`src/common/cmp_pkg.sv`:
```
package cmp_pkg;

   // register byte offsets on the plain register port
   localparam int ADDR_W = 8;
   localparam logic [7:0] OFS_CONFIG = 8'h00;
   localparam logic [7:0] OFS_STATUS = 8'h04;
   localparam logic [7:0] OFS_CTRL0 = 8'h08;
   localparam logic [7:0] OFS_CTRL1 = 8'h0C;
   localparam logic [7:0] OFS_FLAGS = 8'h10;
   localparam logic [7:0] OFS_FLAG_SET = 8'h14;
   localparam logic [7:0] OFS_GATE = 8'h18;
   localparam logic [7:0] OFS_GATED = 8'h1C;

   // field positions
   localparam int GLOBAL_EN_BIT = 31;
   localparam int PWR_LSB = 0;
   localparam int PWR_MSB = 1;
   localparam int HYST_BIT = 5;
   localparam int EDGE_LSB = 6;
   localparam int EDGE_MSB = 7;
   localparam int LVL0_BIT = 0;
   localparam int LVL1_BIT = 16;
   localparam int NUM_CMP = 2;

   // reset values and writable-bit masks
   localparam logic [31:0] CONFIG_RST = 32'h0000_0000;
   localparam logic [31:0] CTRL_RST = 32'h0000_0000;
   localparam logic [31:0] CONFIG_WMASK = 32'h8000_0000;
   localparam logic [31:0] CTRL_WMASK = 32'h0000_00E3;
   localparam logic [1:0] FLAGS_RST = 2'h0;
   localparam logic [1:0] GATE_RST = 2'h0;
   localparam logic [31:0] READ_IDLE = 32'h0000_0000;

   // interrupt edge selection
   typedef enum logic [1:0] {
      EDGE_NONE = 2'b00,
      EDGE_RISE = 2'b01,
      EDGE_FALL = 2'b10,
      EDGE_BOTH = 2'b11
   } edge_sel_t;

   // comparator power selection
   typedef enum logic [1:0] {
      PWR_OFF = 2'b00,
      PWR_ULP = 2'b01,
      PWR_LP = 2'b10,
      PWR_NORMAL = 2'b11
   } power_sel_t;

endpackage : cmp_pkg

```
`src/common/edge_if.sv`:
```
`timescale 1ns/100ps
// links the control core to one edge detector
interface edge_if;
   import cmp_pkg::*;
   logic lvl; // raw comparator output
   edge_sel_t sel; // edge selection
   logic en; // detection enabled
   logic evt; // one-cycle edge event
   modport det (input lvl, input sel, input en, output evt);
   modport ctl (output lvl, output sel, output en, input evt);
endinterface : edge_if

```
`src/rtl/cmp_edge_detect.sv`:
```
`timescale 1ns/100ps
module cmp_edge_detect
   import cmp_pkg::*;
(
   input wire logic clk_sys, // system clock
   input wire logic nrst, // sync reset, active low
   input wire logic ce, // clock enable
   edge_if.det port // level in, event out
);

   logic s1_r, s2_r, prev_r, evt_r;
   logic s1_nxt, s2_nxt, prev_nxt, evt_nxt;
   logic rise, fall, hit;

   // two-stage synchroniser, then compare with previous sample
   always_comb
   begin
      s1_nxt = port.lvl;
      s2_nxt = s1_r;
      prev_nxt = s2_r;
      rise = s2_r & ~prev_r;
      fall = ~s2_r & prev_r;
      unique case (port.sel)
         EDGE_NONE: hit = 1'b0;
         EDGE_RISE: hit = rise;
         EDGE_FALL: hit = fall;
         EDGE_BOTH: hit = rise | fall;
      endcase
      evt_nxt = port.en & hit;
   end

   // state registers on the system clock only
   always_ff @(posedge clk_sys)
   begin
      if (!nrst)
      begin
         s1_r <= 1'b0;
         s2_r <= 1'b0;
         prev_r <= 1'b0;
         evt_r <= 1'b0;
      end
      else if (ce)
      begin
         s1_r <= s1_nxt;
         s2_r <= s2_nxt;
         prev_r <= prev_nxt;
         evt_r <= evt_nxt;
      end
   end

   assign port.evt = evt_r;

endmodule : cmp_edge_detect

```
`src/rtl/dual_comparator_irq_ctrl.sv`:
```
`timescale 1ns/100ps
// Contract
// - status read returns live unregistered comparator levels at bits 0 and 16
// - edge field bits 7:6: none, rising, falling, or both edges raise interrupt
// - edge event sets the comparator flag; writing one clears it
// - writing one to the set register raises that comparator's flag
// - mode bits 1:0 select off, ultra-low, low, or normal power
// - global enable bit 31 must be set, with a non-off mode, to power each comparator
// - control bit 5 enables the fixed hysteresis
// - an enabled edge event raises the wakeup request once its gate bit is set
// - gate bits decide which flags reach the processor
// - read-only view shows flags anded with gate bits
// - all interrupt logic runs on the single system main clock
// - one shared interrupt output, the or of both gated flags
// - an uncleared flag keeps the interrupt asserted while its gate bit stays set
// - gate register holds one gate bit per comparator
module dual_comparator_irq_ctrl
   import cmp_pkg::*;
(
   input wire logic clk_sys, // system main clock, 10 MHz
   input wire logic nrst, // sync reset, active low
   input wire logic ce, // clock enable, freezes state when low
   input wire logic [ADDR_W-1:0] addr, // register byte address
   input wire logic [31:0] wdata, // write data
   input wire logic wr_en, // write strobe
   input wire logic rd_en, // read strobe
   output logic [31:0] rdata, // read data, cycle after strobe
   input wire logic first_cmp_level, // first comparator output, async
   input wire logic second_cmp_level, // second comparator output, async
   output logic first_cmp_enable, // first comparator powered
   output logic second_cmp_enable, // second comparator powered
   output logic [1:0] first_power_select, // first comparator power mode
   output logic [1:0] second_power_select, // second comparator power mode
   output logic first_hysteresis_enable, // first comparator hysteresis
   output logic second_hysteresis_enable, // second comparator hysteresis
   output logic irq, // shared interrupt, level
   output logic wakeup_req // wakeup request, level
);

   // register state
   logic [31:0] config_r, config_nxt;
   logic [31:0] ctrl0_r, ctrl0_nxt;
   logic [31:0] ctrl1_r, ctrl1_nxt;
   logic [1:0] flags_r, flags_nxt;
   logic [1:0] gate_r, gate_nxt;
   logic [31:0] rdata_r, rdata_nxt;
   logic irq_r, irq_nxt;
   logic wake_r, wake_nxt;
   logic [1:0] en_r, en_nxt;

   // decoded strobes and helpers
   logic wr_config, wr_ctrl0, wr_ctrl1;
   logic wr_flags, wr_set, wr_gate;
   logic global_en;
   logic [1:0] hw_evt;
   logic [1:0] sw_set;
   logic [1:0] sw_clr;
   logic [1:0] gated;
   logic [31:0] status_word;

   // one edge detector per comparator
   edge_if eif[NUM_CMP] ();

   assign eif[0].lvl = first_cmp_level;
   assign eif[1].lvl = second_cmp_level;
   assign eif[0].sel = edge_sel_t'(ctrl0_r[EDGE_MSB:EDGE_LSB]);
   assign eif[1].sel = edge_sel_t'(ctrl1_r[EDGE_MSB:EDGE_LSB]);
   assign eif[0].en = en_r[0];
   assign eif[1].en = en_r[1];

   genvar gi;
   generate
      for (gi = 0; gi < NUM_CMP; gi++)
      begin : g_det
         cmp_edge_detect u_det (
            .clk_sys(clk_sys),
            .nrst(nrst),
            .ce(ce),
            .port(eif[gi])
         );
         assign hw_evt[gi] = eif[gi].evt;
      end
   endgenerate

   // address decode of write strobes
   always_comb
   begin
      wr_config = wr_en && (addr == OFS_CONFIG);
      wr_ctrl0 = wr_en && (addr == OFS_CTRL0);
      wr_ctrl1 = wr_en && (addr == OFS_CTRL1);
      wr_flags = wr_en && (addr == OFS_FLAGS);
      wr_set = wr_en && (addr == OFS_FLAG_SET);
      wr_gate = wr_en && (addr == OFS_GATE);
      sw_clr = wr_flags ? wdata[1:0] : 2'h0;
      sw_set = wr_set ? wdata[1:0] : 2'h0;
   end

   // configuration and control registers: only writable bits stick, the
   // rest of each word reads back as zero
   always_comb
   begin
      config_nxt = config_r;
      ctrl0_nxt = ctrl0_r;
      ctrl1_nxt = ctrl1_r;
      if (wr_config)
      begin
         config_nxt = wdata & CONFIG_WMASK;
      end
      if (wr_ctrl0)
      begin
         ctrl0_nxt = wdata & CTRL_WMASK;
      end
      if (wr_ctrl1)
      begin
         ctrl1_nxt = wdata & CTRL_WMASK;
      end
   end

   // configuration and control state, frozen while ce is low
   always_ff @(posedge clk_sys)
   begin
      if (!nrst)
      begin
         config_r <= CONFIG_RST;
         ctrl0_r <= CTRL_RST;
         ctrl1_r <= CTRL_RST;
      end
      else if (ce)
      begin
         config_r <= config_nxt;
         ctrl0_r <= ctrl0_nxt;
         ctrl1_r <= ctrl1_nxt;
      end
   end

   // gate register, one bit per comparator; a cleared gate bit hides that
   // flag from the interrupt but leaves the flag itself untouched
   always_comb
   begin
      gate_nxt = gate_r;
      if (wr_gate)
      begin
         gate_nxt = wdata[1:0];
      end
   end

   // gate state
   always_ff @(posedge clk_sys)
   begin
      if (!nrst)
      begin
         gate_r <= GATE_RST;
      end
      else if (ce)
      begin
         gate_r <= gate_nxt;
      end
   end

   // comparator enables: global bit and a non-off mode both needed; taken from
   // the next register values so an enable never outlives a write that turns
   // its comparator off
   always_comb
   begin
      global_en = config_nxt[GLOBAL_EN_BIT];
      en_nxt[0] = global_en && (ctrl0_nxt[PWR_MSB:PWR_LSB] != PWR_OFF);
      en_nxt[1] = global_en && (ctrl1_nxt[PWR_MSB:PWR_LSB] != PWR_OFF);
   end

   // enable state
   always_ff @(posedge clk_sys)
   begin
      if (!nrst)
      begin
         en_r <= 2'h0;
      end
      else if (ce)
      begin
         en_r <= en_nxt;
      end
   end

   // sticky flags: any set wins over a simultaneous clear
   always_comb
   begin
      flags_nxt = (flags_r & ~sw_clr) | hw_evt | sw_set;
   end

   // flag state
   always_ff @(posedge clk_sys)
   begin
      if (!nrst)
      begin
         flags_r <= FLAGS_RST;
      end
      else if (ce)
      begin
         flags_r <= flags_nxt;
      end
   end

   // gated flags drive the shared interrupt; built from the next flag and gate
   // values so the line always agrees with the gated view software reads
   always_comb
   begin
      gated = flags_r & gate_r;
      irq_nxt = |(flags_nxt & gate_nxt);
   end

   // interrupt state
   always_ff @(posedge clk_sys)
   begin
      if (!nrst)
      begin
         irq_r <= 1'b0;
      end
      else if (ce)
      begin
         irq_r <= irq_nxt;
      end
   end

   // wakeup request follows the same gated flags, so a comparator wakes the
   // device only once software has opened its gate
   always_comb
   begin
      wake_nxt = |(flags_nxt & gate_nxt);
   end

   // wakeup state
   always_ff @(posedge clk_sys)
   begin
      if (!nrst)
      begin
         wake_r <= 1'b0;
      end
      else if (ce)
      begin
         wake_r <= wake_nxt;
      end
   end

   // live levels, not synchronised, for the status word; a read may show a
   // level change that the edge detectors have not yet turned into a flag
   always_comb
   begin
      status_word = READ_IDLE;
      status_word[LVL0_BIT] = first_cmp_level;
      status_word[LVL1_BIT] = second_cmp_level;
   end

   // read mux; data valid only in the cycle after the strobe
   // the set register reads back the flags, as it holds no state of its own
   always_comb
   begin
      rdata_nxt = READ_IDLE;
      if (rd_en)
      begin
         unique case (addr)
            OFS_CONFIG: rdata_nxt = config_r;
            OFS_STATUS: rdata_nxt = status_word;
            OFS_CTRL0: rdata_nxt = ctrl0_r;
            OFS_CTRL1: rdata_nxt = ctrl1_r;
            OFS_FLAGS: rdata_nxt = {30'h0000_0000, flags_r};
            OFS_FLAG_SET: rdata_nxt = {30'h0000_0000, flags_r};
            OFS_GATE: rdata_nxt = {30'h0000_0000, gate_r};
            OFS_GATED: rdata_nxt = {30'h0000_0000, gated};
            default: rdata_nxt = READ_IDLE; // unmapped reads as zero
         endcase
      end
   end

   // read data register; it falls back to zero one cycle after the answer
   // so a stale word is never mistaken for a new answer
   always_ff @(posedge clk_sys)
   begin
      if (!nrst)
      begin
         rdata_r <= READ_IDLE;
      end
      else if (ce)
      begin
         rdata_r <= rdata_nxt;
      end
   end

   // outputs straight from flip-flops
   assign rdata = rdata_r;
   assign irq = irq_r;
   assign wakeup_req = wake_r;
   assign first_cmp_enable = en_r[0];
   assign second_cmp_enable = en_r[1];
   assign first_power_select = ctrl0_r[PWR_MSB:PWR_LSB];
   assign second_power_select = ctrl1_r[PWR_MSB:PWR_LSB];
   assign first_hysteresis_enable = ctrl0_r[HYST_BIT];
   assign second_hysteresis_enable = ctrl1_r[HYST_BIT];

endmodule : dual_comparator_irq_ctrl

```
`config.mk`:
```
export PLATFORM = sky130hd
export DESIGN_NAME = dual_comparator_irq_ctrl
export DESIGN_NICKNAME = d
export VERILOG_FILES = /design/src/common/cmp_pkg.sv /design/src/common/edge_if.sv /design/src/rtl/cmp_edge_detect.sv /design/src/rtl/dual_comparator_irq_ctrl.sv
export SDC_FILE = /design/constraint.sdc
export NUM_CORES = 1
export LEC_CHECK = 0
export BUFFER_PORTS_ARGS = -buffer_cell sky130_fd_sc_hd__buf_4
export CAP_MARGIN = 20
export CORE_ASPECT_RATIO = 0.5
export CORE_MARGIN = 2
export CORE_UTILIZATION = 30
export CTS_CLUSTER_DIAMETER = 80
export DETAILED_ROUTE_END_ITERATION = 6
export PLACE_DENSITY = 0.64
export SLEW_MARGIN = 40
export SYNTH_ARGS = -nofsm -noshare
export SYNTH_HDL_FRONTEND = slang
export SYNTH_SLANG_ARGS = --single-unit
```
`constraint.sdc`:
```
create_clock -name clk_sys -period 1.4 [get_ports clk_sys]
set_clock_uncertainty 0.2 [all_clocks]
set_input_delay 0.07 -clock clk_sys [delete_from_list [all_inputs] [get_ports clk_sys]]
set_output_delay 0.07 -clock clk_sys [all_outputs]
set_load 0.01 [all_outputs]
```
==> summary.md <==
| Metric | Value |
|---|---|
| Worst R2R End | g_det[0].u_det.port.evt$_SDFFE_PN0P_ |
| Critical Path Fanout Max | 2 |
| Top cells by count, synth | dfxtp_1 (33), nor2_1 (31), buf_4 (30) |
| Mapped cell area | 0.00211 mm2 |
| Area fraction of the dominant cell type after synthesis | 0.312 |
| Sequential share of the synthesized area | 0.312 |
| DR vias/cell | 4.67 |
| Worst path arrival time | ~1.4 ns |
| Crit path buf inv count | 1 |
| Maxcap violations | 0 |
| Leakage power | about 1.3 nW |
| PortBufs | 37 |
| Syn-to-layout area delta | 33.1% |
| Avg Inst Size Synth | 8.85 um2 |
| Setup Viol. Count Final | 0 |
| CTS tree | built |
| # fillers | 648 |
| Setup crit start kind | flip-flop |
| Most instantiated library cell after synthesis | dfxtp_1 |
| Worst Setup SP | g_det[0].u_det.prev_nxt$_SDFFE_PN0P_ |
| Remaining DRCs | 0 |
| DRT antenna net count | 0 |
| R2R depth | 6 |
| Final period util | 0.991 |
| Die X | ~120 um |
| # H-tree levels | 2 |
| Vias in the first global route | 1760 |
| RSZ-0062 raised after global routing | yes |
| CTS Buf Count | 5 |
| Tmin final | about 1.4 ns |
| Post-synth top area cell | dfxtp_1 |
| Seq cells post-synth | 33 |
| CTS sink count | 33 |
| Primary FF master, synth | dfxtp_1 |
| Layout cells sized above 1 | 0.315 |
| Initial antenna violation count | 0 |
| GPL Wtd Cong | 0.797 |
| Reg clk slew, reported paths | roughly 0.050 ns |
| Core ar. | between 0.006 and 0.007 mm2 |
| Nets@finish | 349 |
| Yosys warns | 0 |
| Worst vdd ir | 0.614 mV |
| Routed wire length | 5.12 mm |
| Count of different cell masters after synthesis | 56 |
| Clock root cell | clkbuf_16 |
| Crit path depth | 6 |
| Dpl cell area | 0.00249 mm2 |
| Largest net degree at the start of global routing | 29 |
| Final Hold Vio Count | 0 |
| Worst hold-check path type | in2reg |
| GRT overflow | 0 |
| Synth top area cells | dfxtp_1 (31%), mux2i_1 (11%), buf_4 (11%) |
| CP delay by family, top | compound AO/OA/AOI/OAI gates |
| Crit-path slowest cell | dfxtp_2 |
| Design Area, Final | 0.00281 mm2 |
| Rows | 21 |
| Asr flop ratio synth | 0 |
| Vert. Die Dim | 63.4 um |
| Setup ws final | 0.0125 ns |
| DR vias | 1820 |
| WP data required | roughly 1.4 ns |
| Cells along the critical path | inv_2 -> ha_4 -> nor2b_1 -> o21ai_1 -> a21oi_2 -> o21a_1 |
| Crit end category | flip-flop |
| I/O pin count | 89 |
| Reg2reg setup slack | 0.01 ns |
| # diodes | 0 |
| Setup CP Type | reg2reg |
| CP Capture Point | g_det[0].u_det.port.evt$_SDFFE_PN0P_ |
| Synthesized instance count | 239 |
| Clock buffer depth | 2 |
| Initial Utilization | 0.313 |
| Full die area | 0.00778 mm2 |
| Status | finished, final reports clean |
| Fmax | 721 MHz |
| Crit-path max cell delay | 0.33 ns |
| Reg2reg start | g_det[0].u_det.prev_nxt$_SDFFE_PN0P_ |
| Setup WS pre-CTS | -0.312 ns |
| DP Wirelength | about 3.7 mm |
| Number of enable flip-flop cells after synthesis | 0 |
| Overall routing resource usage | 0.138 |
| Slew Viols, Final | 0 |
| Fin Hold WS | between 0.008 and 0.009 ns |
| Drt wl/cell | 13.1 um |
| First-pass GRT wire length | 8.38 mm |
| Starting DRT DRC Count | 58 |
| First-pass iteration count of the detailed router | 4 |
| Cell Pwr Density | 880 mW/mm2 |
| Skew-Pair Late Insertion Delay | around 0.28 ns |
-- repair_timing --
action	in CTS	in global routing
resized for setup	7	13
hold endpoints to repair	18	0
setup buffers	1	0
hold buffers	7	0
cloned	0	0
setup endpoints to repair	3	6
pin swaps	10	10
-- power by group --
group	total [mW]	leakage [nW]	switching, mW	internal [mW]
Sequential	0.959	0.269	0.00935	0.949
Combinational	0.312	0.916	0.168	0.144
Clock	1.21	0.0797	0.382	0.825
-- cells in the final DEF (no fill, tap or decap), drive strengths merged, types with 2 or more instances in the layout --
cell type / instances
nor3: 2
clkbuf: 5
nor2: 31
nand4: 6
dfxtp: 33
o22ai: 2
mux2: 3
nor2b: 6
o21ai: 3
a21oi: 7
conb: 25
nand2: 9
inv: 10
nor3b: 2
o211ai: 2
clkinv: 2
o2111ai: 3
a211oi: 3
nand3: 3
and2: 2
mux2i: 23
dlygate4sd3: 7
ha: 4
nand3b: 5
or3: 2
nand2b: 9
o31ai: 2
a2bb2oi: 3
buf: 63
o21a: 5
-- registers in the layout, indices dropped and copies added (netlist names) --
name	flops
en_r	2
ctrl0_r	5
g_det.u_det.prev_r	2
g_det.u_det.prev_nxt	2
flags_r	2
rdata	7
g_det.u_det.port.evt	2
g_det.u_det.s1_r	2
gate_r	2
wakeup_req	1
ctrl1_r	5
config_r	1
-- worst min-delay path, delay by kind of cell --
kind | cells | cell delay [ns]
buffers and inverters | 2 | 0.23
multiplexers | 1 | 0.07
AND/OR/NAND/NOR | 1 | 0.07
-- logic make-up (layout without fill, tap and decap cells) --
logic type / after synthesis / in the layout / synth area share
mux: 26 / 26 / 0.125
flops: 33 / 33 / 0.312
buf+inv: 53 / 88 / 0.170
other cells: 1 / 25 / 0.00177
simple gates: 82 / 82 / 0.226
fa+ha+maj: 4 / 4 / 0.0237
compound gates: 40 / 40 / 0.141
-- how the worst min path moves through the flow --
stage | from | end | slack, ns | depth (start not counted)
floorplan | wdata[0] | ctrl0_r[0]$_SDFFE_PN0P_ | 0.01 | 2
global placement | wdata[5] | ctrl1_r[5]$_SDFFE_PN0P_ | 0.11 | 3
detailed placement | wdata[5] | ctrl1_r[5]$_SDFFE_PN0P_ | 0.12 | 3
CTS | wdata[1] | ctrl1_r[1]$_SDFFE_PN0P_ | 0.004 | 4
global route | wdata[1] | ctrl1_r[1]$_SDFFE_PN0P_ | 0.02 | 4
finish | wdata[1] | ctrl1_r[1]$_SDFFE_PN0P_ | 0.009 | 4
-- area by class of cell --
type | count | area [um2] | area share
multi-input combinational | 177 | 1250 | 0.445
sequential | 33 | 669 | 0.238
timing repair buffer | 70 | 576 | 0.205
clock buffer | 5 | 125 | 0.0445
tap | 92 | 115 | 0.0409
inverter | 11 | 41.3 | 0.0147
clock inverter | 2 | 35.0 | 0.0124
-- routing by layer --
metal	part of all wire	global-route usage
met3	0.043	0.0308
met4	0.022	0.0618
met1	0.42	0.160
met5	0	0
met2	0.51	0.241
-- per-stage QoR --
| step | instances | TNS [ns] | total power [mW] | util |
|---|---|---|---|---|
| finish | 390 | 0 | 2.48 | 0.417 |
| global placement | 375 | -2.89 | 1.25 | 0.369 |
| floorplan | 263 | -0.160 | 1.18 | - |
| detailed placement | 375 | -3.02 | 1.26 | 0.369 |
| global route | 390 | -0.0736 | 2.58 | 0.417 |
| CTS | 390 | -0.0133 | 2.49 | 0.408 |
(Power assumes the default switching activity.)
